File: config.mk
export PLATFORM = sky130hd
export DESIGN_NAME = stc_dev_flat
export DESIGN_NICKNAME = d
export VERILOG_FILES = /design/src/common/stc_pkg.sv /design/src/common/stc_link_if.sv /design/src/logic/stc_dev.sv /design/src/flat_wrapper.sv
export VERILOG_INCLUDE_DIRS = /design/src /design/src/common
export SDC_FILE = /design/constraint.sdc
export NUM_CORES = 1
export LEC_CHECK = 0
export ABC_AREA = 1
export BUFFER_PORTS_ARGS = -buffer_cell sky130_fd_sc_hd__buf_2
export CAP_MARGIN = 25
export CORE_MARGIN = 3
export CORE_UTILIZATION = 45
export CTS_CLUSTER_DIAMETER = 30
export DETAILED_ROUTE_END_ITERATION = 10
export GPL_TIMING_DRIVEN = 0
export PLACE_DENSITY_LB_ADDON = 0.2
export REMOVE_ABC_BUFFERS = 1
export SYNTH_ARGS = -nofsm -noshare
export SYNTH_HDL_FRONTEND = slang
export SYNTH_SLANG_ARGS = --single-unit
export TNS_END_PERCENT = 5
File: constraint.sdc
create_clock -name sys_clk -period 1.95 [get_ports sys_clk]
set_clock_uncertainty 0.2 [all_clocks]
set_input_delay 0.0975 -clock sys_clk [delete_from_list [all_inputs] [get_ports sys_clk]]
set_output_delay 0.0975 -clock sys_clk [all_outputs]
set_load 0.01 [all_outputs]
File: src/common/stc_params.svh
`ifndef STC_PARAMS_SVH
`define STC_PARAMS_SVH

// Parameter block geometry.
`define STC_BLK_OCTETS 8
`define STC_INST_NUM 8
// Field positions inside a 64-bit block; octet 0 sits in bits 63:56.
`define STC_NET_MAX_LSB 52
`define STC_NET_MIN_LSB 40
`define STC_NET_RSV_LSB 28
`define STC_DELAY_LSB 16
`define STC_ERR_LSB 10
`define STC_INP_LSB 8
// Reset values.
`define STC_ACT_RST_NET 12'h000
`define STC_ACT_RST_DELAY 6'h00
`define STC_BLK_RST 64'h0000_0000_0000_0000
// Reserved error ratio class code.
`define STC_ERR_RSVD 2'h3
// Octet strobe period of the far end in sys_clk cycles.
`define STC_OCT_DIV 4'h8

`endif

File: src/common/stc_pkg.sv
package stc_pkg;

   // Link and configuration state of the device end.
   typedef enum logic [2:0] {ST_UNCFG, ST_CFG, ST_L0, ST_L2, ST_L3} stc_state_t;

   // Requested link power state.
   typedef enum logic [1:0] {PM_L0, PM_L2, PM_L3} stc_pm_t;

   // Fields of one parameter block.
   typedef struct packed {
      logic [11:0] net_max;
      logic [11:0] net_min;
      logic [11:0] net_rsv;
      logic [5:0] delay_max;
      logic [1:0] err_class;
      logic [1:0] impulse_guard_floor;
   } stc_blk_t;

endpackage

File: src/common/stc_link_if.sv
`timescale 1ns/1ps
// Signals between the device end and the far end on one sys_clk.
interface stc_link_if;
   logic ms_valid;
   logic [2:0] ms_inst;
   logic [2:0] ms_idx;
   logic [7:0] ms_data;
   logic ms_done;
   logic init_start;
   logic lp_upd;
   logic [11:0] lp_net_act;
   logic [5:0] lp_delay_act;
   logic pm_req;
   stc_pkg::stc_pm_t pm_target;
   logic tx_octet;
   logic rx_octet;
   logic sync_confirm;
   logic sync_indicate;
   logic l0_req;

   modport dev (
      input ms_valid, ms_inst, ms_idx, ms_data, ms_done, init_start, lp_upd,
      input lp_net_act, lp_delay_act, pm_req, pm_target, tx_octet, rx_octet,
      input sync_confirm, sync_indicate,
      output l0_req
   );
   modport peer (
      output ms_valid, ms_inst, ms_idx, ms_data, ms_done, init_start, lp_upd,
      output lp_net_act, lp_delay_act, pm_req, pm_target, tx_octet, rx_octet,
      output sync_confirm, sync_indicate,
      input l0_req
   );
endinterface

File: src/logic/stc_dev.sv
`timescale 1ns/1ps
`include "stc_params.svh"
module stc_dev (
   input wire logic sys_clk,
   input wire logic arst_n,
   stc_link_if.dev link,
   input wire logic co_side,
   input wire logic [2:0] inst_sel,
   input wire logic demand_valid,
   input wire logic [11:0] demand_rate,
   output logic data_run,
   output logic cfg_ok,
   output logic cfg_err,
   output stc_pkg::stc_state_t link_state,
   output logic [11:0] tx_net_act,
   output logic [5:0] tx_delay_act,
   output logic [11:0] rx_net_act,
   output logic [5:0] rx_delay_act,
   output logic [1:0] err_class,
   output logic [1:0] impulse_guard_floor,
   output logic limit_viol
);

   // ==========================================================
   // Helpers
   // ==========================================================

   // Unpacks a stored block into its fields.
   function automatic stc_pkg::stc_blk_t blk_fields(input logic [63:0] b);
      stc_pkg::stc_blk_t f;
      f.net_max = b[`STC_NET_MAX_LSB +: 12];
      f.net_min = b[`STC_NET_MIN_LSB +: 12];
      f.net_rsv = b[`STC_NET_RSV_LSB +: 12];
      f.delay_max = b[`STC_DELAY_LSB +: 6];
      f.err_class = b[`STC_ERR_LSB +: 2];
      f.impulse_guard_floor = b[`STC_INP_LSB +: 2];
      return f;
   endfunction

   // ==========================================================
   // Parameter store
   // ==========================================================

   logic [63:0] blk_mem [0:`STC_INST_NUM-1];
   logic [7:0] present_reg;
   logic [7:0] present_next;
   logic cfg_err_reg;
   logic cfg_err_next;
   logic accept_ms;
   stc_pkg::stc_state_t state_reg;
   stc_pkg::stc_state_t state_next;
   stc_pkg::stc_blk_t sel_blk;

   // Blocks are taken only before initialization or in L3.
   assign accept_ms = (state_reg == stc_pkg::ST_UNCFG) ||
                      (state_reg == stc_pkg::ST_CFG) ||
                      (state_reg == stc_pkg::ST_L3);
   assign sel_blk = blk_fields(blk_mem[inst_sel]);

   // Tracks which instances were configured and flags reserved codes.
   always_comb
   begin
      present_next = present_reg;
      cfg_err_next = cfg_err_reg;
      if (state_reg == stc_pkg::ST_L3 && link.ms_valid)
      begin
         present_next = 8'h00;
         cfg_err_next = 1'b0;
      end
      if (accept_ms && link.ms_valid)
      begin
         present_next[link.ms_inst] = 1'b1;
      end
      if (accept_ms && link.ms_valid && link.ms_idx == 3'h6 &&
          link.ms_data[`STC_ERR_LSB-8 +: 2] == `STC_ERR_RSVD)
      begin
         cfg_err_next = 1'b1;
      end
   end

   always_ff @(posedge sys_clk or negedge arst_n)
   begin
      if (!arst_n)
      begin
         present_reg <= 8'h00;
         cfg_err_reg <= 1'b0;
      end
      else
      begin
         present_reg <= present_next;
         cfg_err_reg <= cfg_err_next;
      end
   end

   // Octet writes into the block array; octet 0 is the top octet.
   always_ff @(posedge sys_clk)
   begin
      if (accept_ms && link.ms_valid)
      begin
         blk_mem[link.ms_inst][8'(63 - 8 * link.ms_idx) -: 8] <= link.ms_data;
      end
   end

   // ==========================================================
   // Link state
   // ==========================================================

   logic pend_reg;
   logic pend_next;
   logic tx_arm_reg;
   logic tx_arm_next;
   stc_pkg::stc_pm_t tgt_reg;
   stc_pkg::stc_pm_t tgt_next;
   logic tx_switch;
   logic running;

   // The transmit switchover happens on the first transmit octet boundary at or after the confirm.
   assign tx_switch = link.tx_octet && (link.sync_confirm || tx_arm_reg);
   assign running = (state_reg == stc_pkg::ST_L0) || (state_reg == stc_pkg::ST_L2);

   // Steps the configuration and power state machine.
   always_comb
   begin
      state_next = state_reg;
      pend_next = pend_reg;
      tgt_next = tgt_reg;
      case (state_reg)
         stc_pkg::ST_UNCFG, stc_pkg::ST_L3:
         begin
            if (link.ms_valid)
            begin
               state_next = stc_pkg::ST_UNCFG;
            end
            // A message end counts only once a fresh block has moved us out of L3.
            if (link.ms_done && present_next != 8'h00 &&
                state_reg == stc_pkg::ST_UNCFG)
            begin
               state_next = stc_pkg::ST_CFG;
            end
         end
         stc_pkg::ST_CFG:
         begin
            if (link.init_start)
            begin
               state_next = stc_pkg::ST_L0;
            end
         end
         stc_pkg::ST_L0, stc_pkg::ST_L2:
         begin
            if (link.pm_req && link.pm_target == stc_pkg::PM_L3)
            begin
               state_next = stc_pkg::ST_L3;
               pend_next = 1'b0;
            end
            else if (link.pm_req)
            begin
               pend_next = 1'b1;
               tgt_next = link.pm_target;
            end
            else if (pend_reg && tx_switch)
            begin
               pend_next = 1'b0;
               state_next = (tgt_reg == stc_pkg::PM_L2) ? stc_pkg::ST_L2 :
                            stc_pkg::ST_L0;
            end
         end
         default:
         begin
            state_next = stc_pkg::ST_UNCFG;
         end
      endcase
   end

   always_ff @(posedge sys_clk or negedge arst_n)
   begin
      if (!arst_n)
      begin
         state_reg <= stc_pkg::ST_UNCFG;
         pend_reg <= 1'b0;
         tgt_reg <= stc_pkg::PM_L0;
      end
      else
      begin
         state_reg <= state_next;
         pend_reg <= pend_next;
         tgt_reg <= tgt_next;
      end
   end

   // ==========================================================
   // Actual rate and delay
   // ==========================================================

   logic [11:0] sh_net_reg;
   logic [11:0] sh_net_next;
   logic [5:0] sh_delay_reg;
   logic [5:0] sh_delay_next;
   logic rx_arm_reg;
   logic rx_arm_next;
   logic [11:0] tx_net_next;
   logic [5:0] tx_delay_next;
   logic [11:0] rx_net_next;
   logic [5:0] rx_delay_next;
   logic rx_switch;

   assign rx_switch = link.rx_octet && (link.sync_indicate || rx_arm_reg);

   // Stages path values and copies them to each side on its boundary.
   always_comb
   begin
      sh_net_next = sh_net_reg;
      sh_delay_next = sh_delay_reg;
      tx_arm_next = tx_arm_reg;
      rx_arm_next = rx_arm_reg;
      tx_net_next = tx_net_act;
      tx_delay_next = tx_delay_act;
      rx_net_next = rx_net_act;
      rx_delay_next = rx_delay_act;
      if (link.lp_upd)
      begin
         sh_net_next = link.lp_net_act;
         sh_delay_next = link.lp_delay_act;
      end
      if (link.sync_confirm && !link.tx_octet)
      begin
         tx_arm_next = 1'b1;
      end
      if (link.sync_indicate && !link.rx_octet)
      begin
         rx_arm_next = 1'b1;
      end
      if (tx_switch)
      begin
         tx_arm_next = 1'b0;
         tx_net_next = sh_net_reg;
         tx_delay_next = sh_delay_reg;
      end
      if (rx_switch)
      begin
         rx_arm_next = 1'b0;
         rx_net_next = sh_net_reg;
         rx_delay_next = sh_delay_reg;
      end
   end

   always_ff @(posedge sys_clk or negedge arst_n)
   begin
      if (!arst_n)
      begin
         sh_net_reg <= `STC_ACT_RST_NET;
         sh_delay_reg <= `STC_ACT_RST_DELAY;
         tx_arm_reg <= 1'b0;
         rx_arm_reg <= 1'b0;
         tx_net_act <= `STC_ACT_RST_NET;
         tx_delay_act <= `STC_ACT_RST_DELAY;
         rx_net_act <= `STC_ACT_RST_NET;
         rx_delay_act <= `STC_ACT_RST_DELAY;
      end
      else
      begin
         sh_net_reg <= sh_net_next;
         sh_delay_reg <= sh_delay_next;
         tx_arm_reg <= tx_arm_next;
         rx_arm_reg <= rx_arm_next;
         tx_net_act <= tx_net_next;
         tx_delay_act <= tx_delay_next;
         rx_net_act <= rx_net_next;
         rx_delay_act <= rx_delay_next;
      end
   end

   // ==========================================================
   // Limits, demand watch and outputs
   // ==========================================================

   logic viol_next;
   logic l0_req_next;

   // Checks limits against the transmit actuals and watches upper demand.
   always_comb
   begin
      viol_next = 1'b0;
      l0_req_next = 1'b0;
      if (running && present_reg[inst_sel])
      begin
         viol_next = tx_net_act > sel_blk.net_max;
         if (state_reg == stc_pkg::ST_L0)
         begin
            viol_next = viol_next || (tx_net_act < sel_blk.net_min) ||
                        (tx_net_act < sel_blk.net_rsv) ||
                        (sel_blk.delay_max != 6'h00 &&
                         tx_delay_act > sel_blk.delay_max);
         end
      end
      if (co_side && state_reg == stc_pkg::ST_L2 && !pend_reg && demand_valid &&
          demand_rate > tx_net_act)
      begin
         l0_req_next = 1'b1;
      end
   end

   always_ff @(posedge sys_clk or negedge arst_n)
   begin
      if (!arst_n)
      begin
         limit_viol <= 1'b0;
         link.l0_req <= 1'b0;
         data_run <= 1'b0;
         cfg_ok <= 1'b0;
         cfg_err <= 1'b0;
         link_state <= stc_pkg::ST_UNCFG;
         err_class <= 2'h0;
         impulse_guard_floor <= 2'h0;
      end
      else
      begin
         limit_viol <= viol_next;
         link.l0_req <= l0_req_next;
         data_run <= running;
         cfg_ok <= present_reg[inst_sel];
         cfg_err <= cfg_err_reg;
         link_state <= state_reg;
         err_class <= sel_blk.err_class;
         impulse_guard_floor <= sel_blk.impulse_guard_floor;
      end
   end

endmodule

File: src/flat_wrapper.sv
// flat-port wrapper written by rule: the top's interface ports become plain ports
module stc_dev_flat 
  (sys_clk, arst_n, co_side, inst_sel, demand_valid, demand_rate, data_run, cfg_ok, cfg_err, link_state, tx_net_act, tx_delay_act, rx_net_act, rx_delay_act, err_class, impulse_guard_floor, limit_viol, link_ms_valid, link_ms_inst, link_ms_idx, link_ms_data, link_ms_done, link_init_start, link_lp_upd, link_lp_net_act, link_lp_delay_act, link_pm_req, link_pm_target, link_tx_octet, link_rx_octet, link_sync_confirm, link_sync_indicate, link_l0_req);
  stc_link_if link_i ();
  input wire logic sys_clk;
  input wire logic arst_n;
  input wire logic co_side;
  input wire logic [2:0] inst_sel;
  input wire logic demand_valid;
  input wire logic [11:0] demand_rate;
  output logic data_run;
  output logic cfg_ok;
  output logic cfg_err;
  output stc_pkg::stc_state_t link_state;
  output logic [11:0] tx_net_act;
  output logic [5:0] tx_delay_act;
  output logic [11:0] rx_net_act;
  output logic [5:0] rx_delay_act;
  output logic [1:0] err_class;
  output logic [1:0] impulse_guard_floor;
  output logic limit_viol;
  input wire logic [$bits(link_i.ms_valid)-1:0] link_ms_valid;
  input wire logic [$bits(link_i.ms_inst)-1:0] link_ms_inst;
  input wire logic [$bits(link_i.ms_idx)-1:0] link_ms_idx;
  input wire logic [$bits(link_i.ms_data)-1:0] link_ms_data;
  input wire logic [$bits(link_i.ms_done)-1:0] link_ms_done;
  input wire logic [$bits(link_i.init_start)-1:0] link_init_start;
  input wire logic [$bits(link_i.lp_upd)-1:0] link_lp_upd;
  input wire logic [$bits(link_i.lp_net_act)-1:0] link_lp_net_act;
  input wire logic [$bits(link_i.lp_delay_act)-1:0] link_lp_delay_act;
  input wire logic [$bits(link_i.pm_req)-1:0] link_pm_req;
  input wire logic [$bits(link_i.pm_target)-1:0] link_pm_target;
  input wire logic [$bits(link_i.tx_octet)-1:0] link_tx_octet;
  input wire logic [$bits(link_i.rx_octet)-1:0] link_rx_octet;
  input wire logic [$bits(link_i.sync_confirm)-1:0] link_sync_confirm;
  input wire logic [$bits(link_i.sync_indicate)-1:0] link_sync_indicate;
  output wire logic [$bits(link_i.l0_req)-1:0] link_l0_req;
  assign link_i.ms_valid = link_ms_valid;
  assign link_i.ms_inst = link_ms_inst;
  assign link_i.ms_idx = link_ms_idx;
  assign link_i.ms_data = link_ms_data;
  assign link_i.ms_done = link_ms_done;
  assign link_i.init_start = link_init_start;
  assign link_i.lp_upd = link_lp_upd;
  assign link_i.lp_net_act = link_lp_net_act;
  assign link_i.lp_delay_act = link_lp_delay_act;
  assign link_i.pm_req = link_pm_req;
  assign link_i.pm_target = link_pm_target;
  assign link_i.tx_octet = link_tx_octet;
  assign link_i.rx_octet = link_rx_octet;
  assign link_i.sync_confirm = link_sync_confirm;
  assign link_i.sync_indicate = link_sync_indicate;
  assign link_l0_req = link_i.l0_req;
  stc_dev u_core (.sys_clk(sys_clk), .arst_n(arst_n), .link(link_i), .co_side(co_side), .inst_sel(inst_sel), .demand_valid(demand_valid), .demand_rate(demand_rate), .data_run(data_run), .cfg_ok(cfg_ok), .cfg_err(cfg_err), .link_state(link_state), .tx_net_act(tx_net_act), .tx_delay_act(tx_delay_act), .rx_net_act(rx_net_act), .rx_delay_act(rx_delay_act), .err_class(err_class), .impulse_guard_floor(impulse_guard_floor), .limit_viol(limit_viol));
endmodule
# Word-level counts from Yosys, hierarchy flattened
# Memories as Yosys holds them, arrays and structs flattened.
# Index checks and enable logic that the tools add are counted.
# word_totals
regBits,83
ramBits,512
inputBits,62
output_inout_bits,48
word_cells,118
n_memories,1
# mem_list
memory,depth,width,rd,rd_ports_with_merged_regs,wr,line,source
u_core.blk_mem,8,64,1,0,1,stc_dev.sv:44,logic [63:0] blk_mem [0:`STC_INST_NUM-1];
# classes
addsub,2
magnitude_cmp,8
eq_ne,12
shift,2
n_mux,28
bitwise,2
reduce_logical,42
# op_table
operator,count
$shift A8 B10 Y71 const A,1
$shiftx A8 B10 Y71,1
$mux W64,1
$gt A12 B12 Y1,2
$lt A12 B12 Y1,2
$logic_and A1 B1 Y1,19
$mux W3,6
$mux W1,16
$mux W8,2
$neg A8 Y10,1
$pmux W3 S3,1
$logic_or A1 B1 Y1,8
$lt A3 B4 Y1 const B,2
$or A8 B8 Y8,1
$reduce_bool A8 Y1,1
$sub A6 B6 Y7 const A,1
$eq A3 B2 Y1 const B,2
$eq A3 B3 Y1 const B,2
$gt A6 B6 Y1,1
$ne A3 B2 Y1 const B,2
$reduce_bool A2 Y1,3
$reduce_bool A6 Y1,1
$eq A2 B2 Y1 const B,2
$reduce_and A4 Y1,1
14 further kinds,17

# Logic depth before layout (Yosys ltp)
# logic_depth
word_depth,11
ltp_mapped,18
mapped_depth_nobuf,15

# Least setup slack after synthesis
# No wires, ideal clock.
# synth_path
path_type,in2reg
startpoint,input inst_sel[0]
endpoint,register u_core.limit_viol
setup_time_ps,130
t_arrival_ps,2268
required_ps,1620
setup_slack_ps,-649
cell_stages,16
n_path_buf,5
path_cell_list,buf_4 -> buf_4 -> buf_2 -> buf_2 -> clkbuf_1 -> nor2_1 -> o221ai_1 -> o21ai_0 -> ha_1 -> nand2_1 -> o21a_1 -> o221a_2 -> nand2_1 -> nand3_1 -> nand2_1 -> a21oi_1
# synth_between
elab_chain_len,7
word_cells_on_any_way,15
classes_between,4 x order compare; 4 x mux; 6 x reduce/logical; 1 x memory
# synth_rtl
element,line,source
from (decl),flat_wrapper.sv:8,input wire logic [2:0] inst_sel;
$mem_v2 Z8 W64,n/a,
$gt A12 B12 Y1 or $lt A12 B12 Y1 (tied branches),"stc_dev.sv:286, stc_dev.sv:289",
$logic_or A1 B1 Y1 (2 in series),stc_dev.sv:289,viol_next = viol_next || (tx_net_act < sel_blk.net_min) ||
$logic_or A1 B1 Y1,stc_dev.sv:290,(tx_net_act < sel_blk.net_rsv) ||
$mux W1,stc_dev.sv:287,if (state_reg == stc_pkg::ST_L0)
$mux W1 (*),stc_dev.sv:284,if (running && present_reg[inst_sel])
via u_core.viol_next,stc_dev.sv:276,logic viol_next;
to (signal assigned),stc_dev.sv:317,limit_viol <= viol_next;
to (decl),stc_dev.sv:21,output logic limit_viol
# Mark *: on every way through the listed nets, which the timed path passes. The rest lies on a longest branch. The select of a mux whose other input is x is not followed.
# A chain may end at the register's enable or synchronous reset.

# Worst setup path in the final report
# Same ends and word-level chain as after synthesis.

==> metrics.md <==
| Metric | Value |
|---|---|
| Outcome | `complete, but fails checks` |
| Failing checks | `hold timing, setup timing` |
| Via density | `approximately 5.6` |
| Syn Inst Count | `approximately 1600` |
| Top delay family on crit path | `compound AO/OA/AOI/OAI gates` |
| Most frequent cells in the layout | `368 x edfxtp_1, 276 x nor2_1, 252 x o21ai_0, 149 x nand2_1, 105 x buf_2` |
| Antenna violations before repair | `2` |
| DR vias | `between 10000 and 15000` |
| Slowest CP cell | `ha_1` |
| Clock sink count | `roughly 450` |
| Wire per inst | `22.2 um` |
| Post-synth EDFFs | `368` |
| Syn Std Cell Area | `18900 um2` |
| Global-route wire length before repair | `80400 um` |
| Die Ht | `roughly 210 um` |
| Vias in the first global route | `about 13000` |
| Routed Antenna Nets | `0` |
| Clock Power Share | `50.7%` |
| Number of max-cap violations | `0` |
| Hold slack | `-0.00485 ns` |
| Synth warnings | `0` |
| Worst EP arrival | `between 2 and 3 ns` |
| Cell Area, Placed | `20000 um2` |
| Setup slack at placement | `-2.05 ns` |
| Sequential power share | `37.8%` |
| Crit-path max cell delay | `between 0.3 and 0.4 ns` |
| First drt pass iteration count | `7` |
| Pwr dens | `between 1000 and 1500 nW/um2` |
| Sw frac | `25.9%` |
| Fmax | `424 MHz` |
| Pint | `21.7 mW` |
| CTS clk-pin slew, worst paths | `around 0.05 ns` |
| Worst-path cell chain | `buf_16 -> buf_16 -> inv_16 -> buf_16 -> o21ai_0 -> o221ai_1 -> o21ai_0 -> ha_1 -> nand2_1 -> o21ai_2 -> nand2_1 -> o2111ai_1 -> o41ai_4 -> a21oi_2` |
| FILL cells | `~3100` |
| Lkg Pwr | `~10 nW` |
| Crit path top cell by count | `buf_16` |
| Reported net switching power | `approximately 7.6 mW` |
| Measured slew at the worst slew-check pin | `~1.1 ns` |
| Port bufs | `between 100 and 150` |
| Largest net degree at the start of global routing | `just over 80` |
| RSZ-0062 raised after global routing | `true` |
| Seq/Total Area, Yosys | `69.4%` |
| Type of origin of the critical path | `input port` |
| I/O Pins | `110` |
| Prevailing post-synth register cell | `edfxtp_1` |
| Core ar. | `41200 um2` |
| M1 WL | `between 20000 and 25000 um` |
| Critical Path RT | `2.29 ns` |
| Initial Util | `~46%` |
| DP Wirelength | `29100 um` |
| H-tree Lvls | `3` |
| GRT Overall Usage | `about 24%` |
| Post-route minimum period | `between 2 and 2.5 ns` |
| Fraction of layout cells with a size suffix above 1 | `~22%` |
| Slew Limit Headroom | `about 27%` |
| Die area | `~45000 um2` |
| Gr ovfl total | `0` |
| Clock Tree Root | `clkbuf_16` |
| Slew Limit Fails | `0` |
| Design area | `between 20000 and 30000 um2` |
| Min-delay worst type | `input port to flop` |
| Kind of critical path | `input port to flop` |
| Commonest non-fill, non-tap cell in the layout | `edfxtp_1` |
| Drt total wl | `roughly 55000 um` |
| Worst-skew pair later-pin latency | `between 0.6 and 0.7 ns` |
| Gpl congestion | `~0.8` |
| Buf/Inv on CP | `4` |
| Mapped Avg Cell Area | `roughly 12 um2` |
| Final Hold Viols | `1` |
| Share of the core filled with cells | `a little over 60%` |
| CTS tree | `yes` |
| Combinational share of power | `between 10% and 20%` |
| DR WL met3 | `about 4300 um` |
| Synth Register Bits | `451` |
| Ys async rst share | `between 10% and 20%` |
| TritonCTS Buffers | `92` |
| Met2 routed WL | `approximately 26000 um` |
| DIE WIDTH | `between 200 and 250 um` |
| # setup viols final | `roughly 340` |
| Crit end category | `flop` |
| Residual DRC count | `0` |
| Register bank with the most flops | `u_core.blk_mem` |
| CP Max Fanout | `64` |
| VDD IR max | `around 810 uV` |
| Highest routed metal layer | `met4` |
| Clk buf depth | `3` |
| First DRT Iteration DRCs | `approximately 1300` |
| Distinct cells, synth | `39` |
| P&R area growth vs syn | `33.4%` |
| Final #Nets | `between 1500 and 2000` |
| Period utilisation layout | `121%` |
| Final worst slack | `-0.411 ns` |
| # rows | `74` |
| Max reg flops | `between 300 and 400` |
[repair_timing]
item	CTS	global route
cloned	8	4
hold buffers	78	0
hold endpoints to repair	187	0
resized for setup	131	84
setup buffers	6	21
pin swaps	7	18
setup endpoints to repair	373	377
[kinds of logic after synthesis]
logic type	count (synthesis)	synth area share, %
buffers and inverters	169	3.51
DFF	451	69.4
adders and majority gates	52	3.44
and+or+nand+nor	537	11.4
AOI/OAI and AO/OA	411	12.2
[cell usage after synthesis (16+ instances only)]
cell type	n	share of area, %
nand3_1	16	0.42
buf_2	17	0.45
o221ai_1	34	1.6
inv_1	72	1.4
o22ai_1	45	1.5
nor2_1	334	6.6
o21ai_0	278	7.4
a21oi_1	26	0.69
ha_1	52	3.4
nand2_1	151	3.0
clkbuf_1	68	1.3
edfxtp_1	368	58
dfrtp_1	83	11
[worst reg2reg max path, stage by stage, from the launching register on]
cell	delay, ns
edfxtp_1	0.38
o21ai_0	0.21
o22ai_1	0.10
o21ai_0	0.30
ha_1	0.30
nand2_1	0.17
o21ai_2	0.11
nand2_1	0.07
o2111ai_1	0.17
o41ai_4	0.12
a21oi_2	0.10
[worst paths after layout]
check                                           start  depth (start not counted)                       endpoint  slack [ns]
worst max register to register  u_core.blk_mem[2][54]                         10              u_core.limit_viol       -0.38
worst min-delay path                   demand_rate[1]                          5             u_core.link.l0_req      -0.005
worst min register to register     u_core.cfg_err_reg                          0                 u_core.cfg_err        0.17
min in group asynchronous                      arst_n                          4         u_core.tx_delay_act[2]        0.37
worst max-delay path                      inst_sel[0]                         14              u_core.limit_viol       -0.41
max in group asynchronous                      arst_n                          4  u_core.impulse_guard_floor[1]        0.44
[layer usage]
metal / up-vias / GRT usage [%]
met4: 0 / 9.49
met3: 134 / 5.14
met1: 6777 / 32.3
li1: 6350 / -
met2: 607 / 38.9
met5: - / 0
[power groups by stage]
stage / combinational [mW] / sequential (mW) / clock (mW)
global route: 3.68 / 11.1 / 15.5
global placement: 2.52 / 11.2 / 0
floorplan: 1.49 / 11.2 / 0
finish: 3.37 / 11.1 / 14.9
detailed placement: 2.60 / 11.2 / 0
CTS: 3.03 / 11.1 / 15.0
[area by class of cell]
cell class | instances | area, um2 | share of cell area [%]
clock inverter | 65 | 626 | 2.48
inverter | 80 | 334 | 1.32
sequential | 451 | 13100 | 52.1
tap | 532 | 666 | 2.64
antenna | 2 | 5.00 | 0.0198
multi-input combinational | 1000 | 5760 | 22.9
timing repair inverter | 1 | 8.76 | 0.0347
clock buffer | 108 | 2400 | 9.52
timing repair buffer | 235 | 2280 | 9.03
[through the flow]
stage               instances  power, mW  setup TNS [ns]  hold slack, ns
floorplan                1531       12.7          -39.58          -0.398
global placement         2172       13.8         -352.21          0.0600
detailed placement       2180       13.8         -268.60          -0.209
CTS                      2445       29.1          -41.67         0.00103
global route             2473       30.4          -61.43          0.0487
finish                   2474       29.3          -44.44        -0.00485
Power figures use the tool's default switching activity.
